`config.mk`:
```
export PLATFORM = sky130hd
export DESIGN_NAME = sadc_ctrl
export DESIGN_NICKNAME = d
export VERILOG_FILES = /design/src/rtl/sadc_pkg.sv /design/src/rtl/sadc_ctrl.sv
export SDC_FILE = /design/constraint.sdc
export NUM_CORES = 1
export LEC_CHECK = 0
export BUFFER_PORTS_ARGS = -buffer_cell sky130_fd_sc_hd__buf_2
export CAP_MARGIN = 10
export CORE_MARGIN = 3
export CORE_UTILIZATION = 56
export CTS_CLUSTER_DIAMETER = 40
export DETAILED_ROUTE_END_ITERATION = 16
export PLACE_DENSITY = 0.81
export SLEW_MARGIN = 40
export SYNTH_ARGS = -nofsm -noshare
export SYNTH_HDL_FRONTEND = slang
export SYNTH_SLANG_ARGS = --single-unit
```
`constraint.sdc`:
```
create_clock -name clk_i -period 3.5 [get_ports clk_i]
set_input_delay 0.7 -clock clk_i [delete_from_list [all_inputs] [get_ports clk_i]]
set_output_delay 0.7 -clock clk_i [all_outputs]
set_load 0.01 [all_outputs]
```
`src/rtl/sadc_pkg.sv`:
```
// Purpose: Shared constants and types for the converter control block.
// Assumes: APB with 32-bit data; each register one aligned word.
// Notes: Offsets are byte addresses.
package sadc_pkg;
   localparam logic [11:0] SADC_OFF_CTRL1 = 12'h000;
   localparam logic [11:0] SADC_OFF_CTRL2 = 12'h004;
   localparam logic [11:0] SADC_OFF_RESULT = 12'h008;
   localparam logic [11:0] SADC_OFF_CMPV = 12'h00C;
   localparam logic [11:0] SADC_OFF_CFG = 12'h010;
   localparam logic [11:0] SADC_OFF_SYS = 12'h014;

   // Channel control register fields.
   localparam int SADC_CH_LSB = 0;
   localparam int SADC_CONT_BIT = 5;
   localparam int SADC_IEN_BIT = 6;
   localparam int SADC_DONE_BIT = 7;
   // Control register 2 fields.
   localparam int SADC_ACT_BIT = 7;
   localparam int SADC_HWTRG_BIT = 6;
   localparam int SADC_CFE_BIT = 5;
   localparam int SADC_CFGT_BIT = 4;
   // Configuration fields.
   localparam int SADC_CLKSRC_LSB = 0;
   localparam int SADC_MODE_LSB = 2;
   localparam int SADC_LSMP_BIT = 4;
   localparam int SADC_DIV_LSB = 5;
   localparam int SADC_LPWR_BIT = 7;
   // System register field.
   localparam int SADC_BANDGAP_BUFFER_ENABLE_BIT = 0;

   localparam logic [4:0] SADC_CH_LAST_PIN = 5'h0B;
   localparam logic [4:0] SADC_CH_LAST_GND = 5'h14;
   localparam logic [4:0] SADC_CH_RSV_LO = 5'h15;
   localparam logic [4:0] SADC_CH_RSV_HI = 5'h19;
   localparam logic [4:0] SADC_CH_TEMP = 5'h1A;
   localparam logic [4:0] SADC_CH_BANDGAP = 5'h1B;
   localparam logic [4:0] SADC_CH_RSV_TOP = 5'h1C;
   localparam logic [4:0] SADC_CH_VREFH = 5'h1D;
   localparam logic [4:0] SADC_CH_VREFL = 5'h1E;
   localparam logic [4:0] SADC_CH_OFF = 5'h1F;

   localparam logic [1:0] SADC_CLK_BUS = 2'h0;
   localparam logic [1:0] SADC_CLK_BUS2 = 2'h1;
   localparam logic [1:0] SADC_CLK_ALT = 2'h2;
   localparam logic [1:0] SADC_CLK_ASYNC = 2'h3;
   localparam logic [1:0] SADC_MODE_8 = 2'h0;
   localparam logic [1:0] SADC_MODE_10 = 2'h2;

   localparam int SADC_RES_BITS = 10;
   localparam logic [4:0] SADC_SAMPLE_SHORT = 5'h03;
   localparam logic [4:0] SADC_SAMPLE_LONG = 5'h17;
   localparam logic [4:0] SADC_EXTRA_HISPD = 5'h02;

   typedef enum logic [2:0] {
      SADC_IDLE = 3'b001,
      SADC_SAMPLE = 3'b010,
      SADC_CONVERT = 3'b100
   } sadc_state_type;

   typedef struct packed {
      logic [9:0] data;
      logic valid;
   } sadc_sample_type;

   typedef struct packed {
      logic [4:0] sel;
      logic pin_en;
      logic gnd_en;
      logic temp_en;
      logic bandgap_en;
      logic vrefh_en;
      logic vrefl_en;
      logic powered;
   } sadc_route_type;
endpackage

```
`src/rtl/sadc_ctrl.sv`:
```
// Purpose: Control logic around a 10-bit successive-approximation converter.
// Assumes: APB slave, single bus clock; analog comparator answers comp_i per bit.
// Notes: Conversion steps advance on conversion clock ticks derived from the selected clock source.
//
// Behaviour
// - Codes 00000-01011 pick pins 0..11; 01100-10100 connect ground.
// - Reserved codes give an undefined result; nothing is guaranteed.
// - Code 11011 picks bandgap, valid only with bandgap buffer enabled.
// - 11010 temperature, 11101 high ref, 11110 low ref, 11111 module off.
// - Clock source: bus, bus divided by two, alternate, local async.
// - Alternate clock comes from the external reference clock.
// - Conversion clock is source divided by divide field; software keeps range.
// - Alternate clock stays usable during wait mode.
// - Hardware trigger starts a conversion on each counter overflow.
// - Trigger works regardless of the counter's interrupt enable.
// - Trigger honoured in run, wait, stop3; synchronised before use.
// - Linear successive approximation producing 10 bits.
// - Result right-justified in 10-bit or 8-bit format.
// - Single and continuous modes; single returns to idle itself.
// - Completion flag with enableable interrupt request.
// - Optional compare, less-than or greater-or-equal, raises interrupt.
// - Sample time configurable with long option; speed/power settable.
// - Conversions run during wait and stop3.
// - Channel control write aborts and restarts unless channel all ones; with hardware trigger selected it aborts to idle.
// - Flag sets per conversion or on compare true; write or low-read clears.
// - All-ones channel powers down; no extra conversion after continuous.
// - One conversion per start unless continuous, which repeats back-to-back.
//
// Local design decisions: register access over APB and the register addresses.
module sadc_ctrl #(
   parameter int DIV_W = 2
) (
   // Clock and reset
   input wire logic clk_i,
   input wire logic rstn_i,
   // APB slave
   input wire logic psel_i,
   input wire logic penable_i,
   input wire logic pwrite_i,
   input wire logic [11:0] paddr_i,
   input wire logic [31:0] pwdata_i,
   output logic [31:0] prdata_o,
   output logic pready_o,
   output logic pslverr_o,
   // Clock sources and trigger
   input wire logic ext_reference_clock_i,
   input wire logic local_async_conv_clock_i,
   input wire logic hw_trigger_input_i,
   // Analog side
   input wire logic comp_i,
   output logic [9:0] dac_code_o,
   output sadc_pkg::sadc_route_type route_o,
   output logic sample_o,
   output logic long_sample_o,
   output logic low_power_o,
   // Interrupts
   output logic done_irq_o
);
   logic [7:0] chan_q, chan_d;
   logic hwtrg_q, hwtrg_d, cfe_q, cfe_d, cfgt_q, cfgt_d;
   logic [9:0] cmpv_q, cmpv_d;
   logic [7:0] cfg_q, cfg_d;
   logic bandgap_buffer_enable_q, bandgap_buffer_enable_d;
   logic done_q, done_d;
   logic [9:0] result_q, result_d;
   sadc_pkg::sadc_state_type state_q, state_d;
   logic [9:0] sar_q, sar_d;
   logic [3:0] bit_q, bit_d;
   logic [4:0] scnt_q, scnt_d;
   logic [7:0] divc_q, divc_d;
   logic half_q, half_d;
   logic [2:0] trg_sync_q;
   logic [2:0] alt_sync_q, asy_sync_q;
   logic [31:0] prdata_d;
   logic [9:0] dac_d;
   logic sample_d, irq_d;
   logic [2:0] trg_sync_d, alt_sync_d, asy_sync_d;
   logic long_d, lowp_d;
   sadc_pkg::sadc_route_type route_d;

   logic wr, rd, wr_chan, rd_result, trig_evt, src_tick, ck_tick, cmp_true, fin, off;
   logic acc, rd_setup, rdy_q, rdy_d;
   logic [1:0] src;
   logic [9:0] fin_res;

   function automatic logic [9:0] fmt_result(input logic [9:0] raw, input logic [1:0] mode);
      // Eight-bit mode keeps the top bits, right-justified.
      if (mode == sadc_pkg::SADC_MODE_8)
         return {2'h0, raw[9:2]};
      return raw;
   endfunction

   function automatic logic [4:0] sample_limit(input logic long_smp, input logic low_pwr);
      logic [4:0] base;
      base = long_smp ? sadc_pkg::SADC_SAMPLE_LONG : sadc_pkg::SADC_SAMPLE_SHORT;
      // High-speed mode adds settling ticks.
      if (!low_pwr)
         base = base + sadc_pkg::SADC_EXTRA_HISPD;
      return base;
   endfunction

   function automatic sadc_pkg::sadc_route_type decode_chan(input logic [4:0] ch, input logic bg);
      sadc_pkg::sadc_route_type r;
      r = '0;
      r.sel = ch;
      // Channel decode
      // Pins and ground
      r.pin_en = (ch <= sadc_pkg::SADC_CH_LAST_PIN);
      r.gnd_en = (ch > sadc_pkg::SADC_CH_LAST_PIN) && (ch <= sadc_pkg::SADC_CH_LAST_GND);
      r.temp_en = (ch == sadc_pkg::SADC_CH_TEMP);
      r.bandgap_en = (ch == sadc_pkg::SADC_CH_BANDGAP) && bg;
      r.vrefh_en = (ch == sadc_pkg::SADC_CH_VREFH);
      r.vrefl_en = (ch == sadc_pkg::SADC_CH_VREFL);
      r.powered = (ch != sadc_pkg::SADC_CH_OFF);
      return r;
   endfunction

   // A transfer takes effect only at the edge where ready is sampled high.
   assign acc = psel_i && penable_i && rdy_q;
   assign wr = acc && pwrite_i;
   assign rd = acc && !pwrite_i;
   // Read data is captured in the setup cycle so it stands through the access phase.
   assign rd_setup = psel_i && !penable_i && !pwrite_i;
   assign wr_chan = wr && (paddr_i == sadc_pkg::SADC_OFF_CTRL1);
   assign rd_result = rd && (paddr_i == sadc_pkg::SADC_OFF_RESULT);
   assign off = (chan_q[4:0] == sadc_pkg::SADC_CH_OFF);
   assign src = cfg_q[sadc_pkg::SADC_CLKSRC_LSB +: 2];

   assign trig_evt = trg_sync_q[1] && !trg_sync_q[2];

   // Source tick selection
   // Four sources
   always_comb
   begin
      unique case (src)
         sadc_pkg::SADC_CLK_BUS: src_tick = 1'b1;
         sadc_pkg::SADC_CLK_BUS2: src_tick = half_q;
         sadc_pkg::SADC_CLK_ALT: src_tick = alt_sync_q[1] && !alt_sync_q[2];
         default: src_tick = asy_sync_q[1] && !asy_sync_q[2];
      endcase
   end

   // Divide by 1, 2, 4, 8
   assign ck_tick = src_tick && (divc_q == ((8'h01 << cfg_q[sadc_pkg::SADC_DIV_LSB +: DIV_W]) - 8'h01));
   assign fin_res = fmt_result({sar_q[9:1], comp_i}, cfg_q[sadc_pkg::SADC_MODE_LSB +: 2]);
   assign cmp_true = cfgt_q ? (fin_res >= cmpv_q) : (fin_res < cmpv_q);
   assign fin = (state_q == sadc_pkg::SADC_CONVERT) && ck_tick && (bit_q == 4'h0);

   always_comb
   begin
      chan_d = chan_q;
      hwtrg_d = hwtrg_q;
      cfe_d = cfe_q;
      cfgt_d = cfgt_q;
      cmpv_d = cmpv_q;
      cfg_d = cfg_q;
      bandgap_buffer_enable_d = bandgap_buffer_enable_q;
      done_d = done_q;
      result_d = result_q;
      state_d = state_q;
      sar_d = sar_q;
      bit_d = bit_q;
      scnt_d = scnt_q;
      divc_d = src_tick ? (ck_tick ? 8'h00 : divc_q + 8'h01) : divc_q;
      half_d = !half_q;
      if (wr)
      begin
         unique case (paddr_i)
            sadc_pkg::SADC_OFF_CTRL1: chan_d = {1'b0, pwdata_i[6:0]};
            sadc_pkg::SADC_OFF_CTRL2:
            begin
               hwtrg_d = pwdata_i[sadc_pkg::SADC_HWTRG_BIT];
               cfe_d = pwdata_i[sadc_pkg::SADC_CFE_BIT];
               cfgt_d = pwdata_i[sadc_pkg::SADC_CFGT_BIT];
            end
            sadc_pkg::SADC_OFF_CMPV: cmpv_d = pwdata_i[9:0];
            sadc_pkg::SADC_OFF_CFG: cfg_d = pwdata_i[7:0];
            sadc_pkg::SADC_OFF_SYS: bandgap_buffer_enable_d = pwdata_i[sadc_pkg::SADC_BANDGAP_BUFFER_ENABLE_BIT];
            default: ;
         endcase
      end
      // Sequencer
      // Any tick source
      unique case (state_q)
         sadc_pkg::SADC_IDLE:
         begin
            if (hwtrg_q && trig_evt && !off)
            begin
               state_d = sadc_pkg::SADC_SAMPLE;
               scnt_d = '0;
            end
         end
         sadc_pkg::SADC_SAMPLE:
         begin
            if (ck_tick)
            begin
               scnt_d = scnt_q + 5'h01;
               if (scnt_q >= sample_limit(cfg_q[sadc_pkg::SADC_LSMP_BIT], cfg_q[sadc_pkg::SADC_LPWR_BIT]))
               begin
                  state_d = sadc_pkg::SADC_CONVERT;
                  sar_d = 10'h200;
                  bit_d = 4'(sadc_pkg::SADC_RES_BITS - 1);
               end
            end
         end
         sadc_pkg::SADC_CONVERT:
         begin
            if (ck_tick)
            begin
               sar_d[bit_q] = comp_i;
               if (bit_q != 4'h0)
               begin
                  sar_d[bit_q - 4'h1] = 1'b1;
                  bit_d = bit_q - 4'h1;
               end
               else
               begin
                  state_d = chan_q[sadc_pkg::SADC_CONT_BIT] ? sadc_pkg::SADC_SAMPLE : sadc_pkg::SADC_IDLE;
                  scnt_d = '0;
                  if (!cfe_q || cmp_true)
                  begin
                     result_d = fin_res;
                     done_d = 1'b1;
                  end
               end
            end
         end
         default: state_d = sadc_pkg::SADC_IDLE;
      endcase
      // Read of result clears flag, set wins
      if (rd_result && !fin)
         done_d = 1'b0;
      if (wr_chan)
      begin
         done_d = 1'b0;
         scnt_d = '0;
         state_d = (pwdata_i[4:0] == sadc_pkg::SADC_CH_OFF || hwtrg_q)
            ? sadc_pkg::SADC_IDLE : sadc_pkg::SADC_SAMPLE;
      end
   end

   always_comb
   begin
      prdata_d = '0;
      if (rd_setup)
      begin
         unique case (paddr_i)
            sadc_pkg::SADC_OFF_CTRL1: prdata_d = {24'h000000, done_q, chan_q[6:0]};
            sadc_pkg::SADC_OFF_CTRL2: prdata_d = {24'h000000, state_q != sadc_pkg::SADC_IDLE,
               hwtrg_q, cfe_q, cfgt_q, 4'h0};
            sadc_pkg::SADC_OFF_RESULT: prdata_d = {22'h000000, result_q};
            sadc_pkg::SADC_OFF_CMPV: prdata_d = {22'h000000, cmpv_q};
            sadc_pkg::SADC_OFF_CFG: prdata_d = {24'h000000, cfg_q};
            sadc_pkg::SADC_OFF_SYS: prdata_d = {31'h00000000, bandgap_buffer_enable_q};
            default: prdata_d = '0;
         endcase
      end
      dac_d = sar_d;
      sample_d = (state_d == sadc_pkg::SADC_SAMPLE);
      route_d = decode_chan(chan_d[4:0], bandgap_buffer_enable_d);
      irq_d = done_d && chan_d[sadc_pkg::SADC_IEN_BIT];
      trg_sync_d = {trg_sync_q[1:0], hw_trigger_input_i};
      alt_sync_d = {alt_sync_q[1:0], ext_reference_clock_i};
      asy_sync_d = {asy_sync_q[1:0], local_async_conv_clock_i};
      long_d = cfg_d[sadc_pkg::SADC_LSMP_BIT];
      lowp_d = cfg_d[sadc_pkg::SADC_LPWR_BIT] || (state_d == sadc_pkg::SADC_IDLE);
   end

   always_ff @(posedge clk_i or negedge rstn_i)
   begin
      if (!rstn_i)
      begin
         chan_q <= {3'h0, sadc_pkg::SADC_CH_OFF};
         hwtrg_q <= 1'b0;
         cfe_q <= 1'b0;
         cfgt_q <= 1'b0;
         cmpv_q <= '0;
         cfg_q <= '0;
         bandgap_buffer_enable_q <= 1'b0;
         done_q <= 1'b0;
         result_q <= '0;
         state_q <= sadc_pkg::SADC_IDLE;
         sar_q <= '0;
         bit_q <= '0;
         scnt_q <= '0;
         divc_q <= '0;
         half_q <= 1'b0;
         trg_sync_q <= '0;
         alt_sync_q <= '0;
         asy_sync_q <= '0;
         prdata_o <= '0;
         dac_code_o <= '0;
         route_o <= '{sel: sadc_pkg::SADC_CH_OFF, default: 1'b0};
         sample_o <= 1'b0;
         long_sample_o <= 1'b0;
         low_power_o <= 1'b0;
         done_irq_o <= 1'b0;
      end
      else
      begin
         chan_q <= chan_d;
         hwtrg_q <= hwtrg_d;
         cfe_q <= cfe_d;
         cfgt_q <= cfgt_d;
         cmpv_q <= cmpv_d;
         cfg_q <= cfg_d;
         bandgap_buffer_enable_q <= bandgap_buffer_enable_d;
         done_q <= done_d;
         result_q <= result_d;
         state_q <= state_d;
         sar_q <= sar_d;
         bit_q <= bit_d;
         scnt_q <= scnt_d;
         divc_q <= divc_d;
         half_q <= half_d;
         trg_sync_q <= trg_sync_d;
         alt_sync_q <= alt_sync_d;
         asy_sync_q <= asy_sync_d;
         prdata_o <= prdata_d;
         dac_code_o <= dac_d;
         route_o <= route_d;
         sample_o <= sample_d;
         long_sample_o <= long_d;
         low_power_o <= lowp_d;
         done_irq_o <= irq_d;
      end
   end

   // APB: ready is registered from the setup cycle, so every access phase lasts one cycle.
   always_comb
   begin
      rdy_d = psel_i && !penable_i;
   end

   always_ff @(posedge clk_i or negedge rstn_i)
   begin
      if (!rstn_i)
      begin
         rdy_q <= 1'b0;
      end
      else
      begin
         rdy_q <= rdy_d;
      end
   end
   assign pready_o = rdy_q;
   assign pslverr_o = 1'b0;
endmodule

```
==> out/results.md <==
Global route
• global-route wire length before repair: 21700 um
• overall fraction of global-route tracks in use: 0.243
• global-route congestion overflow total: 0
• number of global-route vias before repair: 4380
• number of antenna violations at the first check in global routing: 0
• pin count of the biggest net entering global routing: 38

Die
• Rows: 35
• die height: 106 um
• Core Area: 9460 um2
• Die Footprint: 11200 um2
• horizontal die dimension: 106 um
• Initial Utilization: 0.590
• io pins: 113

Synth
• post-synth design cell area: 5580 um2
• average footprint of a synthesized cell: 9.95 um2
• count of flip-flops with a built-in enable after synthesis: 0
• fraction of the yosys area taken by sequential cells: 0.454
• number of unique standard cell types used by synthesis: 68
• fraction of synthesized cell area taken by the top area cell type: 0.426
• largest cells by area after synthesis: dfrtp_1 43%, ha_1 5.8%, nand2_1 4.2%
• Synth area leader: dfrtp_1
• Post-Synthesis Cells: 561
• #FFs+latches synth: 101
• async set or reset register ratio after synthesis: 1.00
• yosys warns: 0
• prevailing post-synth register cell: dfrtp_1

Setup path
• startpoint kind of the worst setup timing path: flip-flop
• Critical Setup Path Class: flip-flop to flip-flop
• Worst EP required: 3.75 ns
• cell depth of the worst flop-to-flop path: 8
• crit-path cells: or2_2 > ha_1 > xnor2_1 > or4_4 > or3_1 > nor2_4 > nand3_1 > mux2_2
• Max FO, Critical Path: 10
• cell type group with the largest total delay on the critical path: simple AND/OR/NAND/NOR gates
• data arrival time of the worst path: 3.37 ns
• crit path from: cfg_q[6]$_DFFE_PN0P_
• nature of the critical path endpoint: flip-flop
• logic depth of the worst path, buffers included: 8
• destination of the worst register-to-register timing path: bit_q[0]$_DFFE_PN0P_
• critical register-to-register path startpoint: cfg_q[6]$_DFFE_PN0P_
• worst-case register-to-register setup slack: 0.38 ns
• capture point of the worst path: bit_q[0]$_DFFE_PN0P_
• slowest stage cell on the critical path: or4_4
• WP buf/inv: 0
• critical path's largest stage delay: 0.49 ns

Timing
• Rel. slew slack: 0.456
• hold violation total from the final report: 0
• final clock period utilization by the worst path: 0.891
• setup repair after global routing missed its margin: false
• minimum clock period: 3.12 ns
• Pins Over Slew Limit: 0
• maximum clock frequency: 321 MHz
• final setup skew: 0.0199 ns
• worst path setup slack after routing: 0.381 ns
• total negative slack: 0 ns
• final-report setup violation count: 0
• transition time of the tightest slew-check pin: 0.812 ns

Layout
• share of layout cells above drive strength 1: 0.223
• filler instances: 742
• number of nets in the finished design: 707
• area grow syn2layout: 9.91%
• most frequent standard cell in the layout excluding fill and tap cells: dfrtp_1
• final non-filler cell total: 762
• leading cell types in the layout, fill and taps excluded: 95 x dfrtp_1, 66 x buf_2, 62 x nand2_1, 35 x nor2_1, 31 x a21oi_1
• n_diodes: 0

Power and ir drop
• P per Cell Area: 329 nW/um2
• static leakage: 2.97 nW
• Peak VDD IR: 252 uV

Clock network
• count of clock tree sinks: 101
• number of setup buffers added after CTS: 0
• TritonCTS Buffers: 9
• Worst-Skew Late Latency: 0.38 ns
• TritonCTS clock tree: built
• number of gates resized after cts: 0
• post-CTS clock slew at the launch and capture registers of the worst setup and hold paths: 0.10 ns
• clk buf depth: 2
• Root Buffer Master: clkbuf_8
• number of levels in the clock H-tree: 3
• # hold bufs at CTS: 0

Drt
• number of violations reported at the end of detailed-routing iteration 0: 430
• First-pass DRT Iterations: 7
• wire length reported by the detailed router: 13200 um
• detailed-route via count: 4491
• DR vias/cell: 5.89
• count of antenna-violating nets left after detailed routing: 0
• average wire per standard cell: 17.3 um
• final routed DRC violation total: 0

Job
• max capacitance violation total: 0

Hold path
• worst hold path type: primary input to asynchronous set/reset pin

Placement
• Worst Setup Slack post-DPL: 0.415 ns
• port bufs: 67
• estimated wirelength of the detail-placed design: 9950 um
• # placed instances: 746
• GP Congestion: 0.893

Outcome
• result of the run: finished, final reports clean

==> layout make-up <==
type	instances	area (um2)	share of cell area
Multi-Input combinational cell	412	2730	0.446
Timing Repair Buffer	77	413	0.0673
Tap cell	129	161	0.0263
Sequential cell	101	2530	0.413
Clock inverter	6	62.6	0.0102
Inverter	27	101	0.0165
Clock buffer	10	128	0.0208
==> flip-flops by register name, indices dropped and copies added (netlist names), 3 cells and up <==
register,count
asy_sync_q,3
chan_q,3
route_o,11
state_q,3
cfg_q,8
bit_q,4
cmpv_q,10
scnt_q,5
sar_q,10
alt_sync_q,3
divc_q,8
result_q,10
prdata_o,10
trg_sync_q,3
==> logic make-up (layout without fill, tap and decap cells) <==
logic type | Yosys count | in the layout | share of synthesized area
flops | 101 | 101 | 0.454
fa+ha+maj | 26 | 26 | 0.0583
other cells | 1 | 23 | 0.000672
buf+inv | 70 | 120 | 0.0708
mux | 36 | 36 | 0.0762
xor+xnor | 10 | 10 | 0.0157
simple gates | 181 | 181 | 0.163
compound gates | 136 | 136 | 0.161
==> cells in the mapped netlist (7+ instances only) <==
library cell,n
dfrtp_1,95
nand2_1,62
nor2_1,35
a21oi_1,31
buf_4,28
inv_1,27
o21ai_0,27
ha_1,26
mux2_2,20
nor3_1,14
nand3_1,13
a22oi_1,8
and3_1,8
mux2_4,8
mux2i_1,8
o21ai_1,8
a222oi_1,7
nand2b_1,7
nor2b_1,7
==> where the power goes <==
part / leakage (nW) / switching (mW) / internal [mW] / total [mW]
combinational: 1.63 / 0.0717 / 0.0285 / 0.100
clock: 0.100 / 0.406 / 0.331 / 0.737
sequential: 1.24 / 0.00471 / 1.17 / 1.18
total: 2.97 / 0.483 / 1.53 / 2.02
==> worst min path at each step <==
stage                              endpoint  slack [ns]  cells past startpoint
global placement    asy_sync_q[1]$_DFF_PN0_        0.33                      0
detailed placement  asy_sync_q[1]$_DFF_PN0_        0.34                      0
finish                 cfg_q[2]$_DFFE_PN0P_        0.25                      1
CTS                   prdata_o[2]$_DFF_PN0_        0.25                      1
floorplan           alt_sync_q[1]$_DFF_PN0_        0.33                      0
global route           cfg_q[2]$_DFFE_PN0P_        0.26                      1
==> per-stage QoR <==
stage | area (um2) | hold slack, ns | power, mW | utilization
floorplan | 5660 | 0.331 | 1.26 | -
global placement | 5940 | 0.334 | 1.30 | 0.628
detailed placement | 5940 | 0.336 | 1.30 | 0.628
CTS | 6130 | 0.247 | 2.04 | 0.649
global route | 6130 | 0.261 | 2.11 | 0.649
finish | 6130 | 0.246 | 2.02 | 0.649
==> layer usage <==
metal / up-vias / share of wire / global-route usage
met3: 36 / 0.057 / 0.0557
met1: 2183 / 0.41 / 0.306
met5: - / 0 / 0
met4: 0 / 0.030 / 0.0953
met2: 170 / 0.50 / 0.406
li1: 2102 / - / -
==> worst register-to-register path: cells and delay by family (launching register included) <==
kind / cells / cell delay (ns)
simple gates: 5 / 1.80
flops: 1 / 0.48
fa+ha+maj: 1 / 0.31
mux: 1 / 0.29
xor+xnor: 1 / 0.13
Note: power is estimated with default switching activity, not from simulation.
